--- src/verilog/sts_pkg.sv ---
package sts_pkg;

  ////////////////////////////////////////////////////////////////////////////
  // register map, byte addresses
  localparam logic [7:0] ADDR_CFG    = 8'h00;
  localparam logic [7:0] ADDR_TIME   = 8'h04;
  localparam logic [7:0] ADDR_UNLOCK = 8'h08;
  localparam logic [7:0] ADDR_PASS   = 8'h0C;
  localparam logic [7:0] ADDR_CMD    = 8'h10;
  localparam logic [7:0] ADDR_STAT   = 8'h14;

  localparam logic [15:0] PASS_RST = 16'h0000;

  ////////////////////////////////////////////////////////////////////////////
  // timebase
  localparam int CLK_NS     = 20;
  localparam int MS_NS      = 1000000;
  localparam int MS_CYC_DEF = (MS_NS + CLK_NS - 1) / CLK_NS;
  localparam logic [9:0] SEC_MS = 10'h3E8;

  // limits in seconds, milliseconds or degrees as named
  localparam logic [7:0] RET_MIN_S  = 8'h10;
  localparam logic [7:0] RET_MAX_S  = 8'h7F;
  localparam logic [7:0] RET_RST_S  = 8'h10;
  localparam logic [7:0] HOLD_MIN_S = 8'h08;
  localparam logic [7:0] HOLD_MAX_S = 8'h40;
  localparam logic [7:0] HOLD_RST_S = 8'h0A;
  localparam logic [7:0] DEAD_MIN_MS = 8'h14;
  localparam logic [7:0] DEAD_MAX_MS = 8'hFF;
  localparam logic [7:0] DEAD_RST_MS = 8'h18;
  localparam logic [7:0] WIN_RST_DEG = 8'h14;
  localparam logic [7:0] MAN_TO_S    = 8'h1E;
  localparam logic [7:0] LOAD_FULL   = 8'h64;
  localparam int OVL_LIMIT_DEF = 20000;

  ////////////////////////////////////////////////////////////////////////////
  typedef enum logic [1:0] {NS_ZERO, NS_DELAY, NS_DISABLE, NS_SPARE} nsync_e;
  typedef enum logic [1:0] {RM_ZERO, RM_WAIT, RM_DELAY, RM_SWIFT} retm_e;
  typedef enum logic {MM_ZERO, MM_SWIFT} manm_e;
  typedef enum logic [2:0] {ST_FEED, ST_ZWAIT, ST_DEAD, ST_INHIBIT, ST_LOST} st_e;

  typedef struct packed {
    logic   stay;
    manm_e  man_m;
    logic   scr_chk;
    logic   phase_chk;
    retm_e  ret_m;
    logic   remote;
    logic   inh_auto;
    logic   ovl_auto;
    nsync_e nsync;
    logic   ovl_en;
    logic   ret_en;
    logic   pref;
  } cfg_s;

  typedef struct packed {
    logic [7:0] win;
    logic [7:0] dead;
    logic [7:0] hold;
    logic [7:0] ret;
  } times_s;

  typedef struct packed {
    logic clr;
    logic auto_sel;
    logic to_s2;
    logic to_s1;
  } cmd_s;

  typedef struct packed {
    logic [21:0] rsvd;
    logic        man_pend;
    logic        in_sync;
    logic        unlocked;
    logic        ovl_trip;
    logic [2:0]  state;
    logic [1:0]  scr;
    logic        act;
  } stat_s;

  localparam cfg_s CFG_RST = '{
    stay: 1'b0, man_m: MM_SWIFT, scr_chk: 1'b1, phase_chk: 1'b1,
    ret_m: RM_SWIFT, remote: 1'b1, inh_auto: 1'b0, ovl_auto: 1'b1,
    nsync: NS_ZERO, ovl_en: 1'b0, ret_en: 1'b1, pref: 1'b0};

  localparam times_s TIME_RST = '{
    win: WIN_RST_DEG, dead: DEAD_RST_MS, hold: HOLD_RST_S, ret: RET_RST_S};

endpackage

--- src/verilog/source_transfer_control.sv ---
// The register offsets and the APB interface to the registers were left to the implementer.
module source_transfer_control
  import sts_pkg::*;
#(
  parameter int MS_CYCLES = MS_CYC_DEF,
  parameter int OVL_LIMIT = OVL_LIMIT_DEF
)
(
  input  wire logic        pclk,
  input  wire logic        presetn,
  input  wire logic        psel,
  input  wire logic        penable,
  input  wire logic        pwrite,
  input  wire logic [7:0]  paddr,
  input  wire logic [31:0] pwdata,
  output logic [31:0]      prdata,
  output logic             pready,
  output logic             pslverr,
  input  wire logic [1:0]  src_ok_pin,
  input  wire logic [1:0]  phase_bad_pin,
  input  wire logic        scr_fault_pin,
  input  wire logic        zero_cur_pin,
  input  wire logic [7:0]  phase_diff,
  input  wire logic [7:0]  load_pct,
  input  wire logic        ser_valid,
  input  wire logic [3:0]  ser_cmd,
  output logic [1:0]       scr_on,
  output logic             load_lost
);

  ////////////////////////////////////////////////////////////////////////////
  logic [5:0]  m1_q;
  logic [5:0]  m2_q;
  logic [1:0]  ok_s;
  logic [1:0]  pbad_s;
  logic        scr_s;
  logic        zc_s;
  logic [15:0] ms_cnt_q;
  logic [9:0]  sec_cnt_q;
  logic        ms_tick;
  logic        sec_tick;
  cfg_s        cfg_q;
  cfg_s        live_q;
  times_s      times_q;
  logic [15:0] pass_q;
  logic        unlock_q;
  logic [31:0] prdata_q;
  logic [31:0] rd_d;
  logic        hit;
  logic        wr;
  cmd_s        bus_cmd;
  cmd_s        rem_cmd;
  cmd_s        cmd;
  logic        man_req_q;
  logic        man_tgt_q;
  logic        man_hold_q;
  logic [7:0]  man_tmr_q;
  logic [7:0]  ret_tmr_q;
  logic [15:0] acc_q;
  logic        trip;
  logic        alm;
  logic [1:0]  good;
  logic        in_sync;
  logic        ret_due;
  st_e         st_q;
  logic        act_q;
  logic        tgt_q;
  logic        inh_ovl_q;
  logic        refused_q;
  logic [7:0]  tmr_q;
  logic [1:0]  scr_on_q;
  logic        lost_q;
  stat_s       stat;

  ////////////////////////////////////////////////////////////////////////////
  // pin synchronisers, first stage read only by second
  always_ff @(posedge pclk or negedge presetn)
  begin
    if (!presetn)
    begin
      m1_q <= 6'h00;
      m2_q <= 6'h00;
    end
    else
    begin
      m1_q <= {zero_cur_pin, scr_fault_pin, phase_bad_pin, src_ok_pin};
      m2_q <= m1_q;
    end
  end

  assign ok_s   = m2_q[1:0];
  assign pbad_s = m2_q[3:2];
  assign scr_s  = m2_q[4];
  assign zc_s   = m2_q[5];

  ////////////////////////////////////////////////////////////////////////////
  // millisecond and second enables
  always_ff @(posedge pclk or negedge presetn)
  begin
    if (!presetn)
    begin
      ms_cnt_q  <= 16'h0000;
      sec_cnt_q <= 10'h000;
    end
    else
    begin
      ms_cnt_q <= ms_tick ? 16'h0000 : ms_cnt_q + 16'h0001;
      if (ms_tick)
      begin
        sec_cnt_q <= sec_tick ? 10'h000 : sec_cnt_q + 10'h001;
      end
    end
  end

  assign ms_tick  = (ms_cnt_q == 16'(MS_CYCLES - 1));
  assign sec_tick = ms_tick && (sec_cnt_q == SEC_MS - 10'h001);

  ////////////////////////////////////////////////////////////////////////////
  // apb slave, zero wait states
  function automatic logic [7:0] clamp(input logic [7:0] v,
                                       input logic [7:0] lo,
                                       input logic [7:0] hi);
    clamp = (v < lo) ? lo : ((v > hi) ? hi : v);
  endfunction

  assign wr      = psel && penable && pwrite;
  assign pready  = 1'b1;
  assign pslverr = psel && penable && !hit;
  assign prdata  = prdata_q;

  always_ff @(posedge pclk or negedge presetn)
  begin
    if (!presetn)
    begin
      unlock_q <= 1'b0;
    end
    else if (wr && paddr == ADDR_UNLOCK)
    begin
      unlock_q <= (pwdata[15:0] == pass_q);
    end
  end

  always_ff @(posedge pclk or negedge presetn)
  begin
    if (!presetn)
    begin
      cfg_q   <= CFG_RST;
      times_q <= TIME_RST;
      pass_q  <= PASS_RST;
    end
    else if (wr && unlock_q)
    begin
      case (paddr)
        ADDR_CFG:  cfg_q <= cfg_s'(pwdata[13:0]);
        ADDR_TIME: times_q <= '{
                     win:  pwdata[31:24],
                     dead: clamp(pwdata[23:16], DEAD_MIN_MS, DEAD_MAX_MS),
                     hold: clamp(pwdata[15:8], HOLD_MIN_S, HOLD_MAX_S),
                     ret:  clamp(pwdata[7:0], RET_MIN_S, RET_MAX_S)};
        ADDR_PASS: pass_q <= pwdata[15:0];
        default:   pass_q <= pass_q;
      endcase
    end
  end

  always_comb
  begin
    hit  = 1'b1;
    rd_d = 32'h0000_0000;
    case (paddr)
      ADDR_CFG:    rd_d = {18'h00000, cfg_q};
      ADDR_TIME:   rd_d = times_q;
      ADDR_UNLOCK: rd_d = {31'h0000_0000, unlock_q};
      ADDR_PASS:   rd_d = 32'h0000_0000;
      ADDR_CMD:    rd_d = 32'h0000_0000;
      ADDR_STAT:   rd_d = stat;
      default:     hit = 1'b0;
    endcase
  end

  // passcode never reads back
  always_ff @(posedge pclk or negedge presetn)
  begin
    if (!presetn)
    begin
      prdata_q <= 32'h0000_0000;
    end
    else if (psel && !penable && !pwrite)
    begin
      prdata_q <= rd_d;
    end
  end

  ////////////////////////////////////////////////////////////////////////////
  // commands from bus and serial port
  assign bus_cmd = (wr && paddr == ADDR_CMD) ? cmd_s'(pwdata[3:0]) : cmd_s'(4'h0);
  assign rem_cmd = (ser_valid && cfg_q.remote) ? cmd_s'(ser_cmd) : cmd_s'(4'h0);
  assign cmd     = cmd_s'(bus_cmd | rem_cmd);

  ////////////////////////////////////////////////////////////////////////////
  // snapshot only while idle
  always_ff @(posedge pclk or negedge presetn)
  begin
    if (!presetn)
    begin
      live_q <= CFG_RST;
    end
    else if (st_q == ST_FEED || st_q == ST_LOST)
    begin
      live_q <= cfg_q;
    end
  end

  assign good = ok_s & ~(pbad_s & {2{live_q.phase_chk}});
  assign alm  = live_q.scr_chk && scr_s;
  assign in_sync = (phase_diff <= times_q.win);

  ////////////////////////////////////////////////////////////////////////////
  // manual request, a pending one holds off return
  always_ff @(posedge pclk or negedge presetn)
  begin
    if (!presetn)
    begin
      man_req_q  <= 1'b0;
      man_tgt_q  <= 1'b0;
      man_hold_q <= 1'b0;
      man_tmr_q  <= 8'h00;
    end
    else if (cmd.auto_sel)
    begin
      man_req_q  <= 1'b0;
      man_hold_q <= 1'b0;
    end
    else if (cmd.to_s1 || cmd.to_s2)
    begin
      man_req_q <= 1'b1;
      man_tgt_q <= cmd.to_s2;
      man_tmr_q <= 8'h00;
    end
    else if (man_req_q)
    begin
      if (st_q == ST_FEED && act_q == man_tgt_q)
      begin
        man_req_q  <= 1'b0;
        man_hold_q <= 1'b1;
      end
      else if (live_q.man_m == MM_SWIFT && sec_tick)
      begin
        man_tmr_q <= man_tmr_q + 8'h01;
        if (man_tmr_q + 8'h01 >= MAN_TO_S)
        begin
          man_req_q <= 1'b0;
        end
      end
    end
  end

  ////////////////////////////////////////////////////////////////////////////
  // return wait, seconds on alternative with preferred good
  always_ff @(posedge pclk or negedge presetn)
  begin
    if (!presetn)
    begin
      ret_tmr_q <= 8'h00;
    end
    else if (st_q == ST_FEED && act_q != live_q.pref && good[live_q.pref]
             && live_q.ret_en && !man_hold_q && !man_req_q)
    begin
      if (sec_tick && ret_tmr_q != RET_MAX_S)
      begin
        ret_tmr_q <= ret_tmr_q + 8'h01;
      end
    end
    else
    begin
      ret_tmr_q <= 8'h00;
    end
  end

  assign ret_due = live_q.ret_en && act_q != live_q.pref && good[live_q.pref]
                   && !man_hold_q && !man_req_q && ret_tmr_q >= times_q.ret;

  ////////////////////////////////////////////////////////////////////////////
  // excess integrated per ms
  always_ff @(posedge pclk or negedge presetn)
  begin
    if (!presetn)
    begin
      acc_q <= 16'h0000;
    end
    else if (!live_q.ovl_en || st_q == ST_INHIBIT)
    begin
      acc_q <= 16'h0000;
    end
    else if (ms_tick)
    begin
      if (load_pct > LOAD_FULL && acc_q < 16'hFF00)
      begin
        acc_q <= acc_q + {8'h00, load_pct - LOAD_FULL};
      end
      else if (load_pct <= LOAD_FULL && acc_q != 16'h0000)
      begin
        acc_q <= acc_q - 16'h0001;
      end
    end
  end

  assign trip = live_q.ovl_en && (acc_q >= 16'(OVL_LIMIT));

  ////////////////////////////////////////////////////////////////////////////
  // transfer state machine
  always_ff @(posedge pclk or negedge presetn)
  begin
    if (!presetn)
    begin
      st_q      <= ST_LOST;
      act_q     <= 1'b0;
      tgt_q     <= 1'b0;
      inh_ovl_q <= 1'b0;
      refused_q <= 1'b0;
      tmr_q     <= 8'h00;
    end
    else
    begin
      case (st_q)
        ST_FEED:
        begin
          tmr_q <= 8'h00;
          if (trip || alm)
          begin
            st_q      <= ST_INHIBIT;
            inh_ovl_q <= trip;
          end
          else if (!good[act_q])
          begin
            tgt_q <= !act_q;
            if (good[!act_q])
            begin
              if (in_sync || live_q.nsync == NS_ZERO)
              begin
                st_q <= ST_ZWAIT;
              end
              else if (live_q.nsync == NS_DELAY)
              begin
                st_q <= ST_DEAD;
              end
              else
              begin
                st_q      <= ST_LOST;
                refused_q <= 1'b1;
              end
            end
            else if (!live_q.stay)
            begin
              st_q <= ST_LOST;
            end
          end
          else if (man_req_q && man_tgt_q != act_q && good[man_tgt_q])
          begin
            tgt_q <= man_tgt_q;
            if (live_q.man_m == MM_ZERO)
            begin
              st_q <= ST_ZWAIT;
            end
            else if (in_sync)
            begin
              act_q <= man_tgt_q;
            end
          end
          else if (ret_due)
          begin
            tgt_q <= live_q.pref;
            case (live_q.ret_m)
              RM_ZERO: st_q <= ST_ZWAIT;
              RM_WAIT: st_q <= in_sync ? ST_ZWAIT : ST_FEED;
              RM_DELAY: st_q <= ST_DEAD;
              RM_SWIFT:
              begin
                if (in_sync)
                begin
                  act_q <= live_q.pref;
                end
              end
              default: st_q <= ST_FEED;
            endcase
          end
        end
        ST_ZWAIT:
        begin
          if (trip || alm)
          begin
            st_q      <= ST_INHIBIT;
            inh_ovl_q <= trip;
          end
          else if (!good[tgt_q])
          begin
            st_q <= ST_FEED;
          end
          else if (zc_s)
          begin
            act_q <= tgt_q;
            st_q  <= ST_FEED;
          end
        end
        ST_DEAD:
        begin
          if (ms_tick)
          begin
            tmr_q <= tmr_q + 8'h01;
            if (tmr_q + 8'h01 >= times_q.dead)
            begin
              act_q <= tgt_q;
              st_q  <= ST_FEED;
            end
          end
        end
        ST_INHIBIT:
        begin
          if (sec_tick && tmr_q != HOLD_MAX_S)
          begin
            tmr_q <= tmr_q + 8'h01;
          end
          if (cmd.clr)
          begin
            st_q <= ST_LOST;
          end
          else if ((inh_ovl_q ? live_q.ovl_auto : live_q.inh_auto)
                   && tmr_q >= times_q.hold)
          begin
            st_q <= ST_LOST;
          end
        end
        ST_LOST:
        begin
          tmr_q <= 8'h00;
          // refusal keeps lost source
          // reconnecting elsewhere out of sync would be the refused transfer
          if (good[live_q.pref] && (!refused_q || in_sync || act_q == live_q.pref))
          begin
            act_q     <= live_q.pref;
            st_q      <= ST_FEED;
            refused_q <= 1'b0;
          end
          else if (good[!live_q.pref] && (!refused_q || in_sync || act_q != live_q.pref))
          begin
            act_q     <= !live_q.pref;
            st_q      <= ST_FEED;
            refused_q <= 1'b0;
          end
        end
        default: st_q <= ST_LOST;
      endcase
    end
  end

  ////////////////////////////////////////////////////////////////////////////
  // thyristor drive; make-before-break not attempted, one side at a time
  always_ff @(posedge pclk or negedge presetn)
  begin
    if (!presetn)
    begin
      scr_on_q <= 2'b00;
      lost_q   <= 1'b1;
    end
    else
    begin
      if (st_q == ST_FEED || st_q == ST_ZWAIT)
      begin
        scr_on_q <= act_q ? 2'b10 : 2'b01;
        lost_q   <= 1'b0;
      end
      else
      begin
        scr_on_q <= 2'b00;
        lost_q   <= 1'b1;
      end
    end
  end

  assign scr_on    = scr_on_q;
  assign load_lost = lost_q;

  assign stat = '{rsvd: 22'h000000, man_pend: man_req_q, in_sync: in_sync,
                  unlocked: unlock_q, ovl_trip: inh_ovl_q, state: 3'(st_q),
                  scr: scr_on_q, act: act_q};

endmodule // source_transfer_control

--- config.mk ---
export PLATFORM = sky130hd
export DESIGN_NAME = source_transfer_control
export DESIGN_NICKNAME = d
export VERILOG_FILES = /design/src/verilog/sts_pkg.sv /design/src/verilog/source_transfer_control.sv
export SDC_FILE = /design/constraint.sdc
export NUM_CORES = 1
export LEC_CHECK = 0
export BUFFER_PORTS_ARGS = -buffer_cell sky130_fd_sc_hd__buf_2
export CAP_MARGIN = 25
export CORE_MARGIN = 3
export CORE_UTILIZATION = 50
export DETAILED_ROUTE_END_ITERATION = 8
export PLACE_DENSITY = 0.72
export SLEW_MARGIN = 20
export SYNTH_ARGS = -nofsm -noshare
export SYNTH_HDL_FRONTEND = slang
export SYNTH_SLANG_ARGS = --single-unit
--- constraint.sdc ---
create_clock -name pclk -period 5.95 [get_ports pclk]
set_input_delay 0.595 -clock pclk [delete_from_list [all_inputs] [get_ports pclk]]
set_output_delay 0.595 -clock pclk [all_outputs]
set_load 0.01 [all_outputs]
==> flow_metrics.tcl <==
set metrics [dict create \
    gp_routability_congestion 0.9206 \
    clkSlewWorstSetupHoldPaths_ns 0.07 \
    nets 1363 \
    yosysWarnings 0 \
    io-pin-count 109 \
    post_cts_setup_driven_buffer_insertion_count 0 \
    postSynthAreaPerCell_sq_um 9.649 \
    fin_hold_ws_ns 0.2137 \
    critical_path.reg2reg.endpoint "acc_q[14]$_DFFE_PN0P_" \
    first_global_vias 8193 \
    io_buffer_count 107 \
    post-route-worst-setup-slack_ns 2.357 \
    fmax_mhz 278.3 \
    postSynthCellCount 1142 \
    leakagePower_nw 5.720 \
    synth.ff_latch_count 199 \
    drcViolationCount 0 \
    grt_antenna_before_repair 0 \
    detailedPlace.worstSlack_ns 1.944 \
    worstReg2RegStart "acc_q[9]$_DFFE_PN0P_" \
    critical_path.endpoint_type "flip-flop" \
    critical-path-top-delay-family "compound AO/OA/AOI/OAI gates" \
    finalClockSkew_ns 0.01224 \
    vdd.ir_drop.worst_mv 0.1662 \
    detailroute.via_count 8682 \
    mappedNetlistArea_sq_mm 0.01102 \
    wirelength_um 25520 \
    crit_slowest_cell "sky130_fd_sc_hd__nor2_1" \
    detail_route.wl_per_cell_um 16.79 \
    postPlaceCellArea_sq_mm 0.01179 \
    htree_num_levels 4 \
    crit_path_cell_trace "buf_2 > ha_1 > nor3b_1 > o21bai_1 > a31oi_1 > nor2_1 > nand2_1 > ha_1 > a21oi_1 > a21oi_1 > o21a_1 > o21a_1 > o21ai_0 > o21ai_0 > mux2i_1 > a31o_2" \
    synth_sequential_area_ratio 0.4546 \
    cts_resized 0 \
    synth-edff-count 0 \
    first_iter_violations 725 \
    clockBufferDepth 2 \
    grt_pass1_wl_um 41830 \
    max_slew.worst_pin.slew_ns 0.8776 \
    antenna_violating_nets_post_route 0 \
    drive_above_1_share 0.1968 \
    holdBufCountCts 0 \
    worst-path-buf-inv 1 \
    setup.worst_path.start_class "primary input" \
    timing.critical_path.arrival_ns 3.92 \
    yosys.cell_types.count 76 \
    worstRegToRegCells 13 \
    r2r_slack_ns 2.62 \
    total_core_area_sq_mm 0.02135 \
    rsz0062_at_grt "no" \
    final_hold_viol_count 0 \
    gr-usage-all-layers 0.2157 \
    critical_path_required_ns 6.28 \
    layout_worst_path_cycle_share 0.6039 \
    route.detailed.vias_per_inst 5.712 \
    cellPowerDensity_mw_per_mm2 248.2 \
    grt_max_degree 105 \
    chipWidth_um 154.5 \
    std_cell_rows 53 \
    dp_hpwl_um 18740 \
    detailedRoute.firstPassIterationCount 6 \
    fin_crit_ns 3.593 \
    share_of_flip_flops_with_an_asynchronous_set_or_reset_after_synthesis 1.000 \
    clk-insertion-delay-late_ns 0.44 \
    maxCapViolations 0 \
    maxSlewHeadroom 0.4149 \
    synthFlopType "sky130_fd_sc_hd__dfrtp_1" \
    utilization 0.5837 \
    outcome "finished, final reports clean" \
    timing.critical_path.slowest_cell_delay_ns 0.49 \
    initial_utilization 0.5161 \
    die_height_um 154.5 \
    setup_viol 0 \
    clkSinkCount 199 \
    clock_tree.root_cell "sky130_fd_sc_hd__clkbuf_16" \
    cts-buffers-inserted 17 \
    worst-path-max-fanout 10 \
    globalRoute.totalOverflow 0 \
    setup_tns_ns 0 \
    setup.worst_path.class "primary input to flip-flop" \
    hold_path.class "primary input to async pin" \
    slew_violations 0 \
    tritoncts "yes" \
    design_area_sq_mm 0.01246 \
    filler_instances 1832 \
    layout-area-overhead-vs-synth_pct 13.10 \
    postSynthNetCount 1273 \
    total_die_area_sq_mm 0.02386 \
    insertedDiodeCount 0 \
]
==> worst max-delay path by stage <==
| stage | to | slack, ns | cells past startpoint | from |
|---|---|---|---|---|
| finish | acc_q[14]$_DFFE_PN0P_ | 2.36 | 16 | load_pct[2] |
| global route | acc_q[15]$_DFFE_PN0P_ | 1.95 | 16 | load_pct[3] |
| CTS | acc_q[14]$_DFFE_PN0P_ | 2.41 | 16 | load_pct[2] |
| detailed placement | acc_q[14]$_DFFE_PN0P_ | 1.94 | 16 | load_pct[2] |
| global placement | acc_q[15]$_DFFE_PN0P_ | 2.08 | 15 | load_pct[2] |
| floorplan | acc_q[15]$_DFFE_PN0P_ | 2.55 | 16 | load_pct[3] |
==> layout by cell type, fill, tap and decap left out, drive strengths merged, types with 4 or more instances in the layout <==
cell type	Yosys	final
ha	58	58
and2	5	5
mux2i	28	28
clkbuf	33	19
o22ai	4	4
nand3	32	32
nor3	15	15
o21a	6	6
nor4	14	14
a21o	11	11
dfrtp	175	175
xor2	39	39
mux2	58	58
o21ai	94	94
a211oi	5	5
and3	7	7
nand4	13	13
bufinv	0	4
nand3b	4	4
a31oi	9	9
or3	12	12
nor3b	4	4
xnor2	24	24
buf	10	113
inv	59	64
nand2b	13	13
a22oi	8	8
nor2	91	91
a21oi	47	47
a211o	4	4
dfstp	24	24
nand2	153	153
o31ai	21	21
nor2b	8	8
==> metal layers <==
layer  routed length, um  vias up  GRT usage
li1                    -     4198          -
met1               11990     4204     0.3067
met2               11700      239     0.3394
met3                1313       41    0.03637
met4                 518        0    0.06939
met5                   0        -          0
==> cell families (layout without fill, tap and decap cells) <==
| family | after synthesis | count (layout) | synth area share |
|---|---|---|---|
| other | 1 | 1 | 0.0003403 |
| buffers and inverters | 102 | 205 | 0.03554 |
| adders and majority gates | 59 | 59 | 0.06767 |
| DFF | 199 | 199 | 0.4546 |
| muxes | 86 | 86 | 0.08471 |
| xor gates and xnor gates | 63 | 63 | 0.05007 |
| AOI/OAI and AO/OA | 246 | 246 | 0.1410 |
| and+or+nand+nor | 386 | 386 | 0.1660 |
==> stage by stage <==
stage          cells  total power [mW]
5_1_grt         1520             3.228
2_1_floorplan   1142             1.708
3_5_place_dp    1487             1.851
6_report        1520             3.094
4_1_cts         1519             3.121
3_3_place_gp    1487             1.845
==> layout make-up <==
cell class	instances	area (sq um)	share of cell area
clock buffer	18	439.2	0.03524
clock inverter	14	210.2	0.01687
inverter	59	221.5	0.01777
multi-input combinational	841	5629	0.4517
sequential	199	5010	0.4020
tap	275	344.1	0.02761
timing repair buffer	114	609.3	0.04889
==> power by group <==
| group | leakage [nW] | internal, mW | switching (mW) |
|---|---|---|---|
| combinational | 2.80 | 0.156 | 0.237 |
| clock | 0.312 | 0.727 | 0.532 |
| sequential | 2.61 | 1.38 | 0.0564 |
==> flip-flops by register name, indices dropped and copies added (netlist names), 2 cells and up <==
register	cells
m2_q	6
cfg_q	14
tmr_q	8
m1_q	6
ms_cnt_q	16
pass_q	16
acc_q	16
scr_on	2
ret_tmr_q	8
live_q	13
prdata	32
sec_cnt_q	10
st_q	3
man_tmr_q	8
times_q	32
==> cells in the mapped netlist (13+ instances only) <==
cell	instances	area, sq um
sky130_fd_sc_hd__dfrtp_1	175	4379
sky130_fd_sc_hd__nand2_1	153	574.3
sky130_fd_sc_hd__nor2_1	91	341.6
sky130_fd_sc_hd__o21ai_0	87	435.4
sky130_fd_sc_hd__inv_1	59	221.5
sky130_fd_sc_hd__ha_1	58	725.7
sky130_fd_sc_hd__mux2_2	58	653.1
sky130_fd_sc_hd__a21oi_1	47	235.2
sky130_fd_sc_hd__xor2_1	39	341.6
sky130_fd_sc_hd__clkbuf_1	33	123.9
sky130_fd_sc_hd__nand3_1	32	160.2
sky130_fd_sc_hd__mux2i_1	28	280.3
sky130_fd_sc_hd__dfstp_2	24	630.6
sky130_fd_sc_hd__xnor2_1	24	210.2
sky130_fd_sc_hd__o31ai_1	19	142.6
sky130_fd_sc_hd__nor3_1	14	70.07
sky130_fd_sc_hd__nand2b_1	13	81.33
sky130_fd_sc_hd__nand4_1	13	81.33
sky130_fd_sc_hd__nor4_1	13	81.33
No activity file was read; power rests on OpenSTA's default activity.
